`src/shared/tcc_pkg.sv`:
```
// Package with register map, field positions and carrier types for the triple comparator control block.
`default_nettype none
package tcc_pkg;
  localparam int          NUM_CMP         = 3;
  localparam logic [11:0] OFF_CTRL0       = 12'h000;
  localparam logic [11:0] OFF_CTRL1       = 12'h004;
  localparam logic [11:0] OFF_CTRL2       = 12'h008;
  localparam logic [11:0] OFF_STATUS      = 12'h00C;
  localparam logic [11:0] OFF_IRQ_STATUS  = 12'h010;
  localparam logic [11:0] OFF_IRQ_MASK    = 12'h014;
  localparam int          CTL_ON_BIT      = 15;
  localparam int          CTL_PIN_BIT     = 14;
  localparam int          CTL_INV_BIT     = 13;
  localparam int          CTL_EVT_BIT     = 9;
  localparam int          CTL_RES_BIT     = 8;
  localparam int          CTL_EDGE_HI     = 7;
  localparam int          CTL_EDGE_LO     = 6;
  localparam int          CTL_NONINV_BIT  = 4;
  localparam int          CTL_CH_HI       = 1;
  localparam int          CTL_CH_LO       = 0;
  localparam int          STS_IDLE_BIT    = 15;
  localparam int          STS_EVT_LO      = 8;
  localparam int          STS_RES_LO      = 0;
  localparam logic [15:0] CTL_WR_MASK     = 16'hE0D3;
  localparam logic [15:0] CTL_RESET       = 16'h0000;
  localparam logic [2:0]  IRQ_RESET       = 3'h0;
  localparam logic [1:0]  EDGE_NONE       = 2'h0;
  localparam logic [1:0]  EDGE_RISE       = 2'h1;
  localparam logic [1:0]  EDGE_FALL       = 2'h2;
  localparam logic [1:0]  EDGE_ANY        = 2'h3;
  localparam logic [1:0]  CH_PIN_B        = 2'h0;
  localparam logic [1:0]  CH_PIN_C        = 2'h1;
  localparam logic [1:0]  CH_PIN_D        = 2'h2;
  localparam logic [1:0]  CH_HALF_BG      = 2'h3;

  // Per-comparator configuration as software wrote it.
  typedef struct packed {
    logic       comparator_on;
    logic       pin_drive_enable;
    logic       result_invert;
    logic [1:0] event_edge_select;
    logic       noninv_source_select;
    logic [1:0] inv_source_select;
  } tcc_cfg_s;

  // Analog source selection handed to the analog front end.
  typedef struct packed {
    logic       enable;
    logic       noninv_ref;
    logic [1:0] inv_sel;
  } tcc_mux_s;
endpackage
`default_nettype wire

```
`src/core/tcc_top.sv`:
```
// Triple comparator digital control, status and APB register slave.
`timescale 1ns/1ns
`default_nettype none
module tcc_top (
  input  wire logic                    pclk,
  input  wire logic                    presetn,
  input  wire logic                    psel,
  input  wire logic                    penable,
  input  wire logic                    pwrite,
  input  wire logic [11:0]             paddr,
  input  wire logic [31:0]             pwdata,
  input  wire logic [3:0]              pstrb,
  output logic      [31:0]             prdata,
  output logic                         pready,
  output logic                         pslverr,
  input  wire logic [2:0]              analog_raw,
  input  wire logic                    idle_mode,
  output tcc_pkg::tcc_mux_s [2:0]      mux_sel,
  output logic      [2:0]              comparator_out_pin,
  output logic      [2:0]              comparator_out_pin_oe,
  output logic      [2:0]              cmp_trigger,
  output logic                         irq
);

  ////////////////////////////////////////////////////////////////////////////
  // Declarations.
  tcc_pkg::tcc_cfg_s [2:0] cfg_reg;
  logic [2:0]  sticky_event_flag_reg;
  logic        idle_irq_suppress_reg;
  logic [2:0]  sync1_reg;
  logic [2:0]  sync2_reg;
  logic [2:0]  sync_prev_reg;
  logic [2:0]  irq_status_reg;
  logic [2:0]  irq_mask_reg;
  logic [2:0]  compare_result;
  logic [2:0]  fire;
  logic [2:0]  rise;
  logic [2:0]  fall;
  logic        wr_en;
  logic        rd_en;
  logic        hit;
  logic [31:0] rdata_next;

  // Assemble a control register readback; unimplemented bits stay zero.
  function automatic logic [15:0] ctl_word(input tcc_pkg::tcc_cfg_s c, input logic evt, input logic res);
    logic [15:0] w;
    w = 16'h0000;
    w[tcc_pkg::CTL_ON_BIT]                          = c.comparator_on;
    w[tcc_pkg::CTL_PIN_BIT]                         = c.pin_drive_enable;
    w[tcc_pkg::CTL_INV_BIT]                         = c.result_invert;
    w[tcc_pkg::CTL_EVT_BIT]                         = evt;
    w[tcc_pkg::CTL_RES_BIT]                         = res;
    w[tcc_pkg::CTL_EDGE_HI:tcc_pkg::CTL_EDGE_LO]    = c.event_edge_select;
    w[tcc_pkg::CTL_NONINV_BIT]                      = c.noninv_source_select;
    w[tcc_pkg::CTL_CH_HI:tcc_pkg::CTL_CH_LO]        = c.inv_source_select;
    return w;
  endfunction

  // Control register index for an address, or 3 when it is not a control register.
  function automatic logic [1:0] ctl_index(input logic [11:0] a);
    logic [1:0] i;
    i = 2'h3;
    if (a == tcc_pkg::OFF_CTRL0) begin
      i = 2'h0;
    end else if (a == tcc_pkg::OFF_CTRL1) begin
      i = 2'h1;
    end else if (a == tcc_pkg::OFF_CTRL2) begin
      i = 2'h2;
    end
    return i;
  endfunction

  ////////////////////////////////////////////////////////////////////////////
  // APB handshake: zero wait states, error on unmapped addresses.
  assign pready = 1'b1;
  assign wr_en  = psel && penable && pwrite;
  assign rd_en  = psel && !penable && !pwrite;
  assign hit    = (ctl_index(paddr) != 2'h3) || (paddr == tcc_pkg::OFF_STATUS) ||
                  (paddr == tcc_pkg::OFF_IRQ_STATUS) || (paddr == tcc_pkg::OFF_IRQ_MASK);
  assign pslverr = psel && penable && !hit;

  ////////////////////////////////////////////////////////////////////////////
  // Analog side: disabled comparators are treated as a steady low output.
  // Comparator enable gating.
  always_comb begin
    for (int i = 0; i < tcc_pkg::NUM_CMP; i++) begin
      compare_result[i] = cfg_reg[i].comparator_on & (analog_raw[i] ^ cfg_reg[i].result_invert);
    end
  end

  always_comb begin
    for (int i = 0; i < tcc_pkg::NUM_CMP; i++) begin
      mux_sel[i].enable     = cfg_reg[i].comparator_on;
      mux_sel[i].noninv_ref = cfg_reg[i].noninv_source_select;
      mux_sel[i].inv_sel    = cfg_reg[i].inv_source_select;
    end
  end

  // The pin path is deliberately unsynchronized so the pad sees the raw decision.
  // Pin drive from raw result.
  assign comparator_out_pin    = compare_result;
  assign comparator_out_pin_oe = {cfg_reg[2].pin_drive_enable, cfg_reg[1].pin_drive_enable,
                                  cfg_reg[0].pin_drive_enable};

  ////////////////////////////////////////////////////////////////////////////
  // Synchronizer and previous value for edge detection.
  // Two-stage synchronizer.
  always_ff @(posedge pclk or negedge presetn) begin
    if (!presetn) begin
      sync1_reg     <= 3'h0;
      sync2_reg     <= 3'h0;
      sync_prev_reg <= 3'h0;
    end else begin
      sync1_reg     <= compare_result;
      sync2_reg     <= sync1_reg;
      sync_prev_reg <= sync2_reg;
    end
  end

  assign rise = sync2_reg & ~sync_prev_reg;
  assign fall = ~sync2_reg & sync_prev_reg;

  // The result already carries the inversion, so a falling raw edge is a rising result edge.
  // Any change mode.
  always_comb begin
    for (int i = 0; i < tcc_pkg::NUM_CMP; i++) begin
      case (cfg_reg[i].event_edge_select)
        tcc_pkg::EDGE_ANY:  fire[i] = rise[i] | fall[i];
        tcc_pkg::EDGE_FALL: fire[i] = cfg_reg[i].result_invert ? rise[i] : fall[i];
        tcc_pkg::EDGE_RISE: fire[i] = cfg_reg[i].result_invert ? fall[i] : rise[i];
        default:            fire[i] = 1'b0;
      endcase
      fire[i] = fire[i] & ~sticky_event_flag_reg[i];
    end
  end
  assign cmp_trigger = fire;

  ////////////////////////////////////////////////////////////////////////////
  // Control registers; only implemented bits are writable.
  // Three control registers.
  always_ff @(posedge pclk or negedge presetn) begin
    if (!presetn) begin
      for (int i = 0; i < tcc_pkg::NUM_CMP; i++) begin
        cfg_reg[i] <= '0;
      end
    end else if (wr_en && ctl_index(paddr) != 2'h3 && pstrb[1:0] == 2'h3) begin
      cfg_reg[ctl_index(paddr)].comparator_on        <= pwdata[tcc_pkg::CTL_ON_BIT];
      cfg_reg[ctl_index(paddr)].pin_drive_enable     <= pwdata[tcc_pkg::CTL_PIN_BIT];
      cfg_reg[ctl_index(paddr)].result_invert        <= pwdata[tcc_pkg::CTL_INV_BIT];
      cfg_reg[ctl_index(paddr)].event_edge_select    <= pwdata[tcc_pkg::CTL_EDGE_HI:tcc_pkg::CTL_EDGE_LO];
      cfg_reg[ctl_index(paddr)].noninv_source_select <= pwdata[tcc_pkg::CTL_NONINV_BIT];
      cfg_reg[ctl_index(paddr)].inv_source_select    <= pwdata[tcc_pkg::CTL_CH_HI:tcc_pkg::CTL_CH_LO];
    end
  end

  // Sticky flags: software may write them, but a new event wins over a clear.
  // Sticky event flag.
  always_ff @(posedge pclk or negedge presetn) begin
    if (!presetn) begin
      sticky_event_flag_reg <= 3'h0;
    end else begin
      for (int i = 0; i < tcc_pkg::NUM_CMP; i++) begin
        if (fire[i]) begin
          sticky_event_flag_reg[i] <= 1'b1;
        end else if (wr_en && ctl_index(paddr) == i[1:0] && pstrb[1]) begin
          sticky_event_flag_reg[i] <= pwdata[tcc_pkg::CTL_EVT_BIT];
        end
      end
    end
  end

  // Idle suppress bit in the shared status register.
  // Idle suppress storage.
  always_ff @(posedge pclk or negedge presetn) begin
    if (!presetn) begin
      idle_irq_suppress_reg <= 1'b0;
    end else if (wr_en && paddr == tcc_pkg::OFF_STATUS && pstrb[1]) begin
      idle_irq_suppress_reg <= pwdata[tcc_pkg::STS_IDLE_BIT];
    end
  end

  ////////////////////////////////////////////////////////////////////////////
  // Interrupt status, write one to clear; a new event wins over the clear.
  // Idle interrupt suppression.
  always_ff @(posedge pclk or negedge presetn) begin
    if (!presetn) begin
      irq_status_reg <= tcc_pkg::IRQ_RESET;
    end else begin
      for (int i = 0; i < tcc_pkg::NUM_CMP; i++) begin
        if (fire[i] && !(idle_mode && idle_irq_suppress_reg)) begin
          irq_status_reg[i] <= 1'b1;
        end else if (wr_en && paddr == tcc_pkg::OFF_IRQ_STATUS && pstrb[0] && pwdata[i]) begin
          irq_status_reg[i] <= 1'b0;
        end
      end
    end
  end

  // Interrupt mask register.
  always_ff @(posedge pclk or negedge presetn) begin
    if (!presetn) begin
      irq_mask_reg <= tcc_pkg::IRQ_RESET;
    end else if (wr_en && paddr == tcc_pkg::OFF_IRQ_MASK && pstrb[0]) begin
      irq_mask_reg <= pwdata[2:0];
    end
  end

  // The output is also held off in suppressed idle so pending bits do not wake the core.
  assign irq = |(irq_status_reg & irq_mask_reg) && !(idle_mode && idle_irq_suppress_reg);

  ////////////////////////////////////////////////////////////////////////////
  // Read data is registered in the setup phase and valid in the access phase.
  // Event mirrors.
  always_comb begin
    rdata_next = 32'h0000_0000;
    if (ctl_index(paddr) != 2'h3) begin
      rdata_next[15:0] = ctl_word(cfg_reg[ctl_index(paddr)], sticky_event_flag_reg[ctl_index(paddr)],
                                  sync2_reg[ctl_index(paddr)]);
    end else if (paddr == tcc_pkg::OFF_STATUS) begin
      rdata_next[tcc_pkg::STS_IDLE_BIT]                     = idle_irq_suppress_reg;
      rdata_next[tcc_pkg::STS_EVT_LO+2:tcc_pkg::STS_EVT_LO] = sticky_event_flag_reg;
      rdata_next[tcc_pkg::STS_RES_LO+2:tcc_pkg::STS_RES_LO] = sync2_reg;
    end else if (paddr == tcc_pkg::OFF_IRQ_STATUS) begin
      rdata_next[2:0] = irq_status_reg;
    end else if (paddr == tcc_pkg::OFF_IRQ_MASK) begin
      rdata_next[2:0] = irq_mask_reg;
    end
  end

  always_ff @(posedge pclk or negedge presetn) begin
    if (!presetn) begin
      prdata <= 32'h0000_0000;
    end else if (rd_en) begin
      prdata <= rdata_next;
    end
  end

  ////////////////////////////////////////////////////////////////////////////
  // Assertions.
  AST_SYNC_DELAY: assert property (@(posedge pclk) disable iff (!presetn)
    sync2_reg == $past(compare_result, 2)) else $error("synchronizer is not two stages");
  AST_OFF_LOW: assert property (@(posedge pclk) disable iff (!presetn)
    !cfg_reg[0].comparator_on |-> !compare_result[0]) else $error("disabled comparator shows output");
  AST_PIN_OE: assert property (@(posedge pclk) disable iff (!presetn)
    comparator_out_pin_oe[1] == cfg_reg[1].pin_drive_enable && comparator_out_pin[1] == compare_result[1])
    else $error("pin drive mismatch");
  AST_STICKY_BLOCK: assert property (@(posedge pclk) disable iff (!presetn)
    sticky_event_flag_reg[0] |-> !cmp_trigger[0]) else $error("trigger while flag set");
  AST_FLAG_SET: assert property (@(posedge pclk) disable iff (!presetn)
    cmp_trigger[0] |=> sticky_event_flag_reg[0]) else $error("event flag not set");
  AST_NONE_MODE: assert property (@(posedge pclk) disable iff (!presetn)
    cfg_reg[1].event_edge_select == tcc_pkg::EDGE_NONE |-> !cmp_trigger[1]) else $error("event in disabled mode");
  AST_RISE_MODE: assert property (@(posedge pclk) disable iff (!presetn)
    cmp_trigger[0] && cfg_reg[0].event_edge_select == tcc_pkg::EDGE_RISE && !cfg_reg[0].result_invert
    |-> sync2_reg[0] && !sync_prev_reg[0]) else $error("wrong edge in rising mode");
  AST_FALL_MODE: assert property (@(posedge pclk) disable iff (!presetn)
    cmp_trigger[0] && cfg_reg[0].event_edge_select == tcc_pkg::EDGE_FALL && !cfg_reg[0].result_invert
    |-> !sync2_reg[0] && sync_prev_reg[0]) else $error("wrong edge in falling mode");
  AST_ANY_MODE: assert property (@(posedge pclk) disable iff (!presetn)
    cfg_reg[0].event_edge_select == tcc_pkg::EDGE_ANY && !sticky_event_flag_reg[0] && $changed(sync2_reg[0])
    |-> cmp_trigger[0]) else $error("change missed in any mode");
  AST_IDLE_IRQ: assert property (@(posedge pclk) disable iff (!presetn)
    idle_mode && idle_irq_suppress_reg |-> !irq) else $error("interrupt in suppressed idle");
  AST_STATUS_MIRROR: assert property (@(posedge pclk) disable iff (!presetn)
    rd_en && paddr == tcc_pkg::OFF_STATUS |=> prdata[10:8] == $past(sticky_event_flag_reg)
    && prdata[2:0] == $past(sync2_reg) && prdata[14:11] == 4'h0) else $error("status mirror wrong");
  AST_CTL_RESERVED: assert property (@(posedge pclk) disable iff (!presetn)
    rd_en && paddr == tcc_pkg::OFF_CTRL0 |=> (prdata & ~32'h0000_E3D3) == 32'h0000_0000)
    else $error("reserved control bits not zero");

  // Register file: each control register is written only through its own address.
  AST_CTL_WRITE: assert property (@(posedge pclk) disable iff (!presetn)
    wr_en && paddr == tcc_pkg::OFF_CTRL1 && pstrb[1:0] == 2'h3
    |=> cfg_reg[1].comparator_on == $past(pwdata[tcc_pkg::CTL_ON_BIT])) else $error("control write lost");
  AST_CTL_NO_CROSS: assert property (@(posedge pclk) disable iff (!presetn)
    wr_en && paddr == tcc_pkg::OFF_CTRL1 |=> cfg_reg[0] == $past(cfg_reg[0]) && cfg_reg[2] == $past(cfg_reg[2]))
    else $error("control write reached another comparator");
  AST_CTL_UPPER: assert property (@(posedge pclk) disable iff (!presetn)
    rd_en && paddr == tcc_pkg::OFF_CTRL2 |=> prdata[31:16] == 16'h0000 && prdata[12:10] == 3'h0
    && prdata[5] == 1'b0 && prdata[3:2] == 2'h0) else $error("control reserved bits set");
  AST_STATUS_RSVD: assert property (@(posedge pclk) disable iff (!presetn)
    rd_en && paddr == tcc_pkg::OFF_STATUS |=> prdata[31:16] == 16'h0000 && prdata[7:3] == 5'h00)
    else $error("status reserved bits set");

  // Reset leaves every register cleared at the first edge after release.
  AST_RESET_CLEAR: assert property (@(posedge pclk) disable iff (!presetn)
    $rose(presetn) |-> cfg_reg[0] == '0 && cfg_reg[1] == '0 && cfg_reg[2] == '0
    && sticky_event_flag_reg == 3'h0 && !idle_irq_suppress_reg && !irq) else $error("register not cleared");

  // Result path: polarity and readback of the synchronized result.
  AST_INV_RESULT: assert property (@(posedge pclk) disable iff (!presetn)
    cfg_reg[0].comparator_on |-> compare_result[0] == (analog_raw[0] ^ cfg_reg[0].result_invert))
    else $error("result polarity wrong");
  AST_RESULT_MIRROR: assert property (@(posedge pclk) disable iff (!presetn)
    rd_en && paddr == tcc_pkg::OFF_CTRL0 |=> prdata[8] == $past(sync2_reg[0]))
    else $error("result bit readback wrong");
  AST_EVT_READ: assert property (@(posedge pclk) disable iff (!presetn)
    rd_en && paddr == tcc_pkg::OFF_CTRL0 |=> prdata[9] == $past(sticky_event_flag_reg[0]))
    else $error("event bit readback wrong");

  // Analog mux control follows the configuration.
  AST_MUX_ON: assert property (@(posedge pclk) disable iff (!presetn)
    mux_sel[1].enable == cfg_reg[1].comparator_on) else $error("mux enable wrong");
  AST_MUX_NONINV: assert property (@(posedge pclk) disable iff (!presetn)
    mux_sel[1].noninv_ref == cfg_reg[1].noninv_source_select) else $error("noninverting source wrong");
  AST_MUX_INV: assert property (@(posedge pclk) disable iff (!presetn)
    mux_sel[1].inv_sel == cfg_reg[1].inv_source_select) else $error("inverting source wrong");

  // Edge qualification in inverted polarity and for any trigger.
  AST_INV_RISE: assert property (@(posedge pclk) disable iff (!presetn)
    cmp_trigger[0] && cfg_reg[0].event_edge_select == tcc_pkg::EDGE_RISE && cfg_reg[0].result_invert
    |-> !sync2_reg[0] && sync_prev_reg[0]) else $error("wrong edge in inverted rising mode");
  AST_INV_FALL: assert property (@(posedge pclk) disable iff (!presetn)
    cmp_trigger[0] && cfg_reg[0].event_edge_select == tcc_pkg::EDGE_FALL && cfg_reg[0].result_invert
    |-> sync2_reg[0] && !sync_prev_reg[0]) else $error("wrong edge in inverted falling mode");
  AST_TRIG_EDGE: assert property (@(posedge pclk) disable iff (!presetn)
    cmp_trigger[1] |-> sync2_reg[1] != sync_prev_reg[1]) else $error("trigger without a change");

  // Interrupt status capture outside and inside suppressed idle.
  AST_IRQ_SET: assert property (@(posedge pclk) disable iff (!presetn)
    cmp_trigger[0] && !idle_mode |=> irq_status_reg[0]) else $error("interrupt status not set");
  AST_IDLE_NO_SET: assert property (@(posedge pclk) disable iff (!presetn)
    idle_mode && idle_irq_suppress_reg && !irq_status_reg[0] |=> !irq_status_reg[0])
    else $error("interrupt status set in suppressed idle");
  AST_IRQ_QUIET: assert property (@(posedge pclk) disable iff (!presetn)
    (irq_status_reg & irq_mask_reg) == 3'h0 |-> !irq) else $error("interrupt without pending bit");

  COV_EVENT: cover property (@(posedge pclk) disable iff (!presetn) cmp_trigger[0]);
  COV_IRQ: cover property (@(posedge pclk) disable iff (!presetn) irq);
  COV_INV_RISE: cover property (@(posedge pclk) disable iff (!presetn)
    cmp_trigger[1] && cfg_reg[1].result_invert);
  COV_IDLE_BLOCK: cover property (@(posedge pclk) disable iff (!presetn)
    irq_status_reg[0] && irq_mask_reg[0] && idle_mode && idle_irq_suppress_reg);

endmodule
`default_nettype wire

```
`config.mk`:
```
export PLATFORM = sky130hd
export DESIGN_NAME = tcc_top
export DESIGN_NICKNAME = d
export VERILOG_FILES = /design/src/shared/tcc_pkg.sv /design/src/core/tcc_top.sv
export SDC_FILE = /design/constraint.sdc
export NUM_CORES = 1
export LEC_CHECK = 0
export ABC_AREA = 0
export BUFFER_PORTS_ARGS = -buffer_cell sky130_fd_sc_hd__buf_2
export CAP_MARGIN = 30
export CORE_MARGIN = 2
export CORE_UTILIZATION = 50
export DETAILED_ROUTE_END_ITERATION = 8
export PLACE_DENSITY_LB_ADDON = 0.15
export SYNTH_ARGS = -nofsm -noshare
export SYNTH_HDL_FRONTEND = slang
export SYNTH_SLANG_ARGS = --single-unit
```
`constraint.sdc`:
```
create_clock -name pclk -period 1.86 [get_ports pclk]
set_clock_uncertainty 0.15 [all_clocks]
set_input_delay 0 -clock pclk [delete_from_list [all_inputs] [get_ports pclk]]
set_output_delay 0 -clock pclk [all_outputs]
set_load 0.01 [all_outputs]
```
==> flow_metrics.env, run 1 <==
export IMPL_die_y_um=82.7
export IMPL_dr_pass1_iters=4
export IMPL_cts_tree="built"
export IMPL_clk_path_buf_depth=2
export IMPL_worst_setup_path_end_kind="output port"
export IMPL_finalHoldViolCount=0
export IMPL_drt_iter0_drc=116
export IMPL_crit_path_end="cmp_trigger[1]"
export IMPL_path_max_fanout=3
export IMPL_wl_per_cell_um=15.8
export IMPL_fmax_ghz=0.495
export IMPL_area_growth_pct=20.7
export IMPL_grt_use_total=0.224
export IMPL_cts_buffers=5
export IMPL_route_detailed_drc=0
export IMPL_crit_top_cell="inv_1"
export IMPL_clk_pin_slew_ns=0.10
export IMPL_worstPathCellList="inv_1 > ha_1 > nand2_1 > mux4_2 > a21o_1 > inv_1 > buf_2"
export IMPL_slew_headroom=0.542
export IMPL_finalCoreUtilization=0.627
export IMPL_status="finished, violations left"
export IMPL_peakVddDrop_uv=476
export IMPL_port_buffers=67
export IMPL_cts_root_buffer="clkbuf_8"
export IMPL_cts_sinks=55
export IMPL_cap_viol_max_count=0
export IMPL_htree_levels=2
export IMPL_fp_dieArea_sq_um=6830
export IMPL_worst_hold_slack_ns=0.0212
export IMPL_yosys_warnings=0
export IMPL_nNetsFinal=432
export IMPL_crit_start="sync_prev_reg[1]$_DFF_PN0_"
export IMPL_start_util=0.520
export IMPL_power_mw=2.07
export IMPL_fin_crit_ns=2.02
export IMPL_antenna_found_initial=0
export IMPL_synth_seq_cells=55
export IMPL_clk_latency_ns=0.32
export IMPL_rsz0062_at_grt="yes"
export IMPL_async_reset_ff_frac=1.00
export IMPL_avgSynthCellArea_sq_um=11.0
export IMPL_reg2reg_depth=7
export IMPL_viasPerCell=5.18
export IMPL_rows=28
export IMPL_hpwl_um=5270
export IMPL_grt_max_degree=56
export IMPL_setup_ws_ns=-0.159
export IMPL_max_stage_delay_ns=0.46
export IMPL_drive_above_1_share=0.395
export IMPL_crit_arrival_ns=1.87
export IMPL_first_global_vias=2257
export IMPL_synth_cell_types=44
export IMPL_slew_viol_final=0
export IMPL_globalplace_congestion=0.838
export IMPL_grt_overflow=0
export IMPL_crit_path_start_kind="flop"
export IMPL_failed_checks="setup timing"
export IMPL_grt_pass1_wl_um=11300
export IMPL_r2r_start="sync2_reg[2]$_DFF_PN0_"
export IMPL_die_w_um=82.7
export IMPL_n_antenna_cell=0
export IMPL_num_vias=2306
export IMPL_p_per_area_nw_per_um2=554
export IMPL_reg2reg_to="sticky_event_flag_reg[2]$_DFFE_PN0P_"
export IMPL_syn_area_sq_um=3090
export IMPL_ant_nets=0
export IMPL_setup_violations=3
export IMPL_wl_um=7030
export IMPL_crit_slowest_cell="mux4_2"
export IMPL_syn_instance_count=282
export IMPL_fin_crit_sh=1.09
export IMPL_ios=113
export IMPL_synth_edf_count=0
export IMPL_worstMarginPinSlew_ns=0.686
export IMPL_ff2ff_setup_slack_ns=0.08
export IMPL_fp_coreArea_sq_um=5960
export IMPL_synthFlopType="dfrtp_1"
export IMPL_crit_type="reg -> out"
export IMPL_yosysSeqAreaShare=0.445
export IMPL_hold_path_class="in -> reg"
export IMPL_crit_required_ns=1.71
export IMPL_post_place_ws_ns=-0.0208
export IMPL_p_leak_nw=1.89
-- Yosys cell counts (2+ instances only) --
master,instances,share of area
a211o_1,2,0.0057
a21o_1,4,0.0097
a21oi_1,3,0.0049
a22o_1,5,0.014
and2_1,4,0.0081
and4_1,2,0.0057
buf_2,2,0.0032
buf_4,36,0.087
clkbuf_1,6,0.0073
conb_1,2,0.0024
dfrtp_1,55,0.44
ha_1,6,0.024
inv_1,10,0.012
mux2_2,28,0.10
mux2i_1,10,0.032
mux4_2,5,0.036
nand2_1,26,0.032
nand2b_1,8,0.016
nand3b_1,7,0.017
nand4_1,3,0.0061
nor2_1,6,0.0073
nor2_2,3,0.0061
nor2b_1,3,0.0061
nor3b_1,2,0.0049
o21ai_0,16,0.026
o311ai_1,3,0.0085
o31ai_1,5,0.012
or4_1,2,0.0049
xor2_1,3,0.0085
-- metal layers --
metal  share of wire  routed length, um  GRT usage
met1            0.46               3210      0.311
met3           0.049                344     0.0413
met5               0                  0          0
met2            0.48               3350      0.353
met4           0.018                128     0.0754
-- cell type report --
class	instances	area [sq um]
clock buffers	5	68.8
inverters	10	37.5
well taps	75	93.8
flip-flops and latches	55	1380
multi-input cells	190	1450
clock inverters	3	25.0
repair buffers	107	679
fillers	525	2220
-- power breakdown --
group	switching, mW	leakage [nW]	total [mW]	internal (mW)
combinational	0.111	1.11	0.186	0.0750
sequential	0.000429	0.736	1.20	1.20
clock	0.418	0.0443	0.688	0.270
total	0.530	1.89	2.07	1.54
-- kinds of logic (layout without fill, tap and decap cells) --
kind of cell    Yosys count  after routing  share of synthesized area
simple gates             75             75                      0.144
fa+ha+maj                 6              6                     0.0243
compound gates           42             42                     0.0906
xor+xnor                  3              3                    0.00849
buf+inv                  56            125                      0.115
other cells               2             21                    0.00243
mux                      43             43                      0.171
flops                    55             55                      0.445
-- through the flow --
step	std cells	TNS (ns)	area, sq um
2_1_floorplan	301	0	3170
3_3_place_gp	415	-0.0197	3410
3_5_place_dp	415	-0.0413	3410
4_1_cts	445	-0.464	3730
5_1_grt	445	-0.794	3730
6_report	445	-0.431	3730
-- worst max-delay path: cells and delay by family (launching register included) --
family,cells,cell delay [ns]
AOI/OAI and AO/OA,1,0.21
adders and majority gates,1,0.15
buffers and inverters,3,0.25
DFF,1,0.43
muxes,1,0.46
and+or+nand+nor,1,0.05
-- cells in the final DEF (no fill, tap or decap), types with 5 or more instances in the layout --
cell type	synthesis	routed
nand2b_1	8	8
nor2_1	6	6
dfrtp_1	55	54
mux2i_1	10	10
o21ai_0	16	15
conb_1	2	21
mux2_2	28	28
inv_1	10	9
clkbuf_8	0	5
o31ai_1	5	5
nand2_1	26	26
mux4_2	5	5
buf_4	36	23
dlygate4sd3_1	0	16
nand3b_1	7	7
buf_2	2	67
a22o_1	5	5
-- worst min path at each step --
stage,startpoint,endpoint,slack (ns),cells past startpoint
detailed placement,presetn,sync1_reg[0]$_DFF_PN0_,0.03,2
global placement,presetn,sync1_reg[2]$_DFF_PN0_,0.02,2
CTS,paddr[4],sticky_event_flag_reg[0]$_DFFE_PN0P_,0.008,4
global route,paddr[4],sticky_event_flag_reg[1]$_DFFE_PN0P_,0.03,3
floorplan,presetn,cfg_reg[11]$_DFFE_PN0P_,-0.45,0
finish,paddr[4],sticky_event_flag_reg[0]$_DFFE_PN0P_,0.02,4
-- timing repair --
item | CTS | global route
buffers inserted | 6 | 1
hold endpoints to repair | 92 | 0
pin swaps | 5 | 1
setup endpoints to repair | 3 | 6
hold buffers | 16 | 0
resized for setup | 5 | 3
No activity file was read; power rests on OpenSTA's default activity.
==> run 2: changes to the inputs <==
--- a/config.mk
+++ b/config.mk
@@ -9,7 +9,7 @@
 export BUFFER_PORTS_ARGS = -buffer_cell sky130_fd_sc_hd__buf_2
 export CAP_MARGIN = 30
 export CORE_MARGIN = 2
-export CORE_UTILIZATION = 50
+export CORE_UTILIZATION = 45
 export DETAILED_ROUTE_END_ITERATION = 8
 export PLACE_DENSITY_LB_ADDON = 0.15
 export SYNTH_ARGS = -nofsm -noshare
==> constraint.sdc (replaced) <==
create_clock -name pclk -period 1.86 [get_ports pclk]
set_clock_uncertainty 0.15 [all_clocks]
set_input_delay 0 -clock pclk [delete_from_list [all_inputs] [get_ports pclk]]
set_output_delay 0 -clock pclk [all_outputs]
set_load 0.02 [all_outputs]
==> flow_metrics.env, run 2 (synthesis gave the netlist of run 1 again) <==
export IMPL_status="finished, violations left"
export IMPL_antenna_found_initial=0
export IMPL_failed_checks="setup timing"
export IMPL_ios=113
export IMPL_fp_dieArea_sq_um=7560
export IMPL_final_common_cell="buf_2"
export IMPL_rsz0062_at_grt="yes"
export IMPL_cts_root_buffer="clkbuf_8"
export IMPL_area_growth_pct=21.6
export IMPL_setup_ws_ns=-0.193
export IMPL_path_buf_inv=3
export IMPL_drive_above_1_share=0.403
export IMPL_n_antenna_cell=0
export IMPL_wl_um=7090
export IMPL_slew_viol_final=0
export IMPL_p_per_area_nw_per_um2=558
export IMPL_p_leak_nw=1.87
export IMPL_htree_levels=2
export IMPL_cts_buffers=5
export IMPL_finalInstanceArea_sq_um=3760
export IMPL_layoutNonFillerInstCount=447
export IMPL_peakVddDrop_uv=388
export IMPL_nNetsFinal=429
export IMPL_worstPathCellList="inv_1 > ha_2 > nand2b_1 > mux4_2 > a21o_1 > inv_2 > buf_6"
export IMPL_grt_pass1_wl_um=11200
export IMPL_finalCoreUtilization=0.560
export IMPL_cap_viol_max_count=0
export IMPL_fin_crit_ns=2.05
export IMPL_rows=30
export IMPL_clk_path_buf_depth=2
export IMPL_dr_pass1_iters=4
export IMPL_fill_cells=630
export IMPL_globalplace_congestion=0.815
export IMPL_reg2reg_to="irq_status_reg[1]$_DFFE_PN0P_"
export IMPL_post_place_cells=420
export IMPL_reg2reg_depth=7
export IMPL_hold_path_class="in -> reg"
export IMPL_route_detailed_drc=0
export IMPL_port_buffers=67
export IMPL_mostFrequentLayoutCells="buf_2 (64), dfrtp_1 (55), mux2_2 (28)"
export IMPL_viasPerCell=5.14
export IMPL_path_delay_family="multiplexers"
export IMPL_cts_sinks=55
export IMPL_power_mw=2.10
export IMPL_grt_max_degree=56
export IMPL_setup_violations=5
export IMPL_path_max_fanout=4
export IMPL_placed_cell_area_sq_um=3420
export IMPL_start_util=0.461
export IMPL_cts_tree="built"
export IMPL_max_stage_delay_ns=0.46
export IMPL_fin_crit_sh=1.10
export IMPL_hpwl_um=5290
export IMPL_worst_setup_path_end_kind="output port"
export IMPL_crit_path_end="cmp_trigger[1]"
export IMPL_crit_slowest_cell="mux4_2"
export IMPL_worstMarginPinSlew_ns=0.712
export IMPL_fmax_ghz=0.487
export IMPL_fin_tns_setup_ns=-0.543
export IMPL_ff2ff_setup_slack_ns=-0.01
export IMPL_clk_pin_slew_ns=0.11
export IMPL_die_y_um=86.9
export IMPL_wl_per_cell_um=15.9
export IMPL_worst_hold_slack_ns=0.0226
export IMPL_crit_path_start_kind="flop"
export IMPL_slew_headroom=0.526
export IMPL_drt_iter0_drc=106
export IMPL_crit_required_ns=1.71
export IMPL_crit_type="reg -> out"
export IMPL_grt_overflow=0
export IMPL_grt_use_total=0.195
export IMPL_first_global_vias=2213
export IMPL_fp_coreArea_sq_um=6720
export IMPL_r2r_start="sync2_reg[1]$_DFF_PN0_"
export IMPL_clk_latency_ns=0.31
export IMPL_crit_start="sync2_reg[1]$_DFF_PN0_"
export IMPL_post_place_ws_ns=-0.0197
export IMPL_num_vias=2297
export IMPL_cp_depth=7
export IMPL_ant_nets=0
export IMPL_crit_arrival_ns=1.90
export IMPL_die_w_um=86.9
export IMPL_finalHoldViolCount=0
==> run 2: cell count changes in the layout (fill, tap and decap cells not counted), moves of 2 or more <==
cell      delta
o21ai_0      -2
buf_6        +4
clkinv_4     -2
ha_2         +2
o21ai_2      +2
o311ai_1     -2
buf_2        -3
buf_4        -3
==> run 2: worst min-delay path: stages <==
cell      delay (ns)
buf_2           0.17
nand3b_1        0.19
o311ai_1        0.09
==> run 2: worst min-delay path by stage <==
stage	slack [ns]	to	from	cells past startpoint
after CTS	0.00009	sticky_event_flag_reg[1]$_DFFE_PN0P_	paddr[4]	3
after detailed placement	0.03	sync1_reg[2]$_DFF_PN0_	presetn	2
after global placement	0.03	sync1_reg[2]$_DFF_PN0_	presetn	2
after global routing	0.04	sticky_event_flag_reg[1]$_DFFE_PN0P_	paddr[4]	3
after floorplan	-0.45	cfg_reg[11]$_DFFE_PN0P_	presetn	0
final	0.02	sticky_event_flag_reg[1]$_DFFE_PN0P_	paddr[4]	3
==> run 2: routing by layer <==
metal	vias to the layer above	global-route usage	routed length [um]
li1	1106	-	-
met1	1119	0.275	3310
met2	66	0.316	3410
met3	6	0.0246	297
met4	0	0.0554	77
met5	-	0	0
==> run 2: what timing repair did <==
action / 4_1_cts / 5_1_grt
hold buffers: 15 / 0
buffers inserted: 4 / 1
hold endpoints to repair: 92 / 0
gates resized for setup: 11 / 10
pin swaps: 5 / 3
setup endpoints to repair: 3 / 9
==> run 2: final cells by class <==
cell class / instances / area (sq um) / share of cell area
flip-flops and latches: 55 / 1380 / 0.366
inverters: 10 / 37.5 / 0.00998
well taps: 80 / 100 / 0.0266
multi-input cells: 190 / 1480 / 0.393
repair buffers: 104 / 677 / 0.180
clock inverters: 3 / 23.8 / 0.00632
clock buffers: 5 / 68.8 / 0.0183
==> run 2: where the power goes <==
part | leakage, nW | internal [mW] | switching, mW
registers | 0.737 | 1.20 | 0.000426
logic | 1.09 | 0.0750 | 0.134
clock network | 0.0408 | 0.270 | 0.423
==> run 3: changes to the inputs <==
--- a/config.mk
+++ b/config.mk
@@ -8,7 +8,6 @@
 export ABC_AREA = 0
 export BUFFER_PORTS_ARGS = -buffer_cell sky130_fd_sc_hd__buf_2
 export CAP_MARGIN = 30
-export CORE_MARGIN = 2
 export CORE_UTILIZATION = 45
 export DETAILED_ROUTE_END_ITERATION = 8
 export PLACE_DENSITY_LB_ADDON = 0.15
==> flow_metrics.env, run 3 (synthesis gave the netlist of run 1 again) <==
export IMPL_route_met2_wl_um=3320
export IMPL_crit_slowest_cell="mux4_2"
export IMPL_wl_um=6830
export IMPL_setup_ws_ns=-0.191
export IMPL_power_mw=2.34
export IMPL_crit_type="reg -> out"
export IMPL_ios=113
export IMPL_drive_above_1_share=0.406
export IMPL_nNetsFinal=436
export IMPL_area_growth_pct=24.2
export IMPL_p_leak_nw=1.92
export IMPL_layoutNonFillerInstCount=451
export IMPL_finalInstanceArea_sq_um=3840
export IMPL_die_w_um=84.9
export IMPL_fp_dieArea_sq_um=7210
export IMPL_crit_start="sync2_reg[0]$_DFF_PN0_"
export IMPL_grt_use_total=0.197
export IMPL_cap_viol_max_count=0
export IMPL_grt_overflow=0
export IMPL_path_buf_inv=3
export IMPL_wl_per_cell_um=15.2
export IMPL_crit_required_ns=1.71
export IMPL_clk_latency_ns=0.31
export IMPL_first_global_vias=2181
export IMPL_post_place_ws_ns=-0.0750
export IMPL_cts_root_buffer="clkbuf_8"
export IMPL_cts_tree="built"
export IMPL_post_place_cells=419
export IMPL_grt_max_degree=32
export IMPL_placed_cell_area_sq_um=3440
export IMPL_met3WireLength_um=257
export IMPL_worstPathCellList="inv_1 > ha_2 > nand2b_1 > mux4_2 > a21o_1 > inv_2 > buf_6"
export IMPL_fin_crit_sh=1.10
export IMPL_p_per_area_nw_per_um2=609
export IMPL_route_detailed_drc=8
export IMPL_mostFrequentLayoutCells="buf_2 (64), dfrtp_1 (55), mux2_2 (28)"
export IMPL_fill_cells=566
export IMPL_rsz0062_at_grt="yes"
export IMPL_fmax_ghz=0.488
export IMPL_htree_levels=2
export IMPL_num_vias=2353
export IMPL_slew_viol_final=0
export IMPL_hold_path_class="in -> async"
export IMPL_status="finished, violations left"
export IMPL_hpwl_um=5190
export IMPL_fin_tns_setup_ns=-0.764
export IMPL_r2r_start="sync2_reg[0]$_DFF_PN0_"
export IMPL_crit_path_start_kind="flop"
export IMPL_globalplace_congestion=0.838
export IMPL_max_stage_delay_ns=0.46
export IMPL_die_y_um=84.9
export IMPL_ant_nets=0
export IMPL_rows=29
export IMPL_top_layer_used="met4"
export IMPL_port_buffers=67
export IMPL_finalHoldViolCount=0
export IMPL_crit_arrival_ns=1.90
export IMPL_clk_path_buf_depth=2
export IMPL_peakVddDrop_uv=379
export IMPL_worst_setup_path_end_kind="output port"
export IMPL_slew_headroom=0.618
export IMPL_fin_crit_ns=2.05
export IMPL_n_antenna_cell=0
export IMPL_path_delay_family="multiplexers"
export IMPL_failed_checks="DRC, setup timing"
export IMPL_dr_pass1_iters=7
export IMPL_viasPerCell=5.22
export IMPL_worstMarginPinSlew_ns=0.573
export IMPL_antenna_found_initial=0
export IMPL_drt_iter0_drc=143
export IMPL_cts_buffers=5
export IMPL_grt_pass1_wl_um=10800
export IMPL_final_common_cell="buf_2"
export IMPL_cts_sinks=55
export IMPL_setup_violations=6
export IMPL_met1_length_um=3180
export IMPL_clk_pin_slew_ns=0.10
export IMPL_fp_coreArea_sq_um=6490
export IMPL_start_util=0.476
export IMPL_path_max_fanout=4
run 3: power breakdown:
part           switching [mW]  internal (mW)
Sequential           0.000408           1.20
Clock                   0.396          0.537
Combinational           0.133         0.0809
run 3: path summary, 6_finish.rpt:
| path | endpoint | slack, ns | depth (start not counted) |
|---|---|---|---|
| max in group asynchronous | irq_mask_reg[1]$_DFFE_PN0P_ | 0.93 | 3 |
| setup / recovery | cmp_trigger[0] | -0.19 | 7 |
| min in group pclk | sticky_event_flag_reg[1]$_DFFE_PN0P_ | 0.07 | 4 |
| setup reg to reg | irq_status_reg[0]$_DFFE_PN0P_ | -0.14 | 8 |
| hold / removal | cfg_reg[21]$_DFFE_PN0P_ | 0.07 | 2 |
| hold reg to reg | sync2_reg[2]$_DFF_PN0_ | 0.22 | 0 |
run 3: final cells by class:
class                      instances  area, sq um  share of cell area
clock buffer                       5         68.8              0.0179
clock inverter                     3         67.6              0.0176
inverter                          10         37.5             0.00977
multi-input combinational        190         1450               0.378
sequential                        55         1380               0.358
tap                               77         96.3              0.0251
timing repair buffer             111          743               0.193
run 3: through the flow:
stage | util | hold WS (ns)
global placement | 0.530 | -0.114
finish | 0.592 | 0.0653
CTS | 0.586 | 0.0732
detailed placement | 0.530 | -0.106
floorplan | - | -0.446
global route | 0.592 | 0.0702
run 3: timing repair:
action                                  in CTS  in global routing
setup buffers                                5                  3
pin swaps                                    3                  4
hold endpoints to repair                    92                  0
gates cloned                                 0                  0
endpoints found under the setup margin       4                  8
hold buffers                                17                  0
gates resized for setup                      8                 10
run 3: per-layer routing:
metal | global-route usage | up-vias
met1 | 0.263 | 1151
met3 | 0.0370 | 7
met2 | 0.336 | 72
met5 | 0 | -
met4 | 0.0416 | 0
li1 | - | 1123
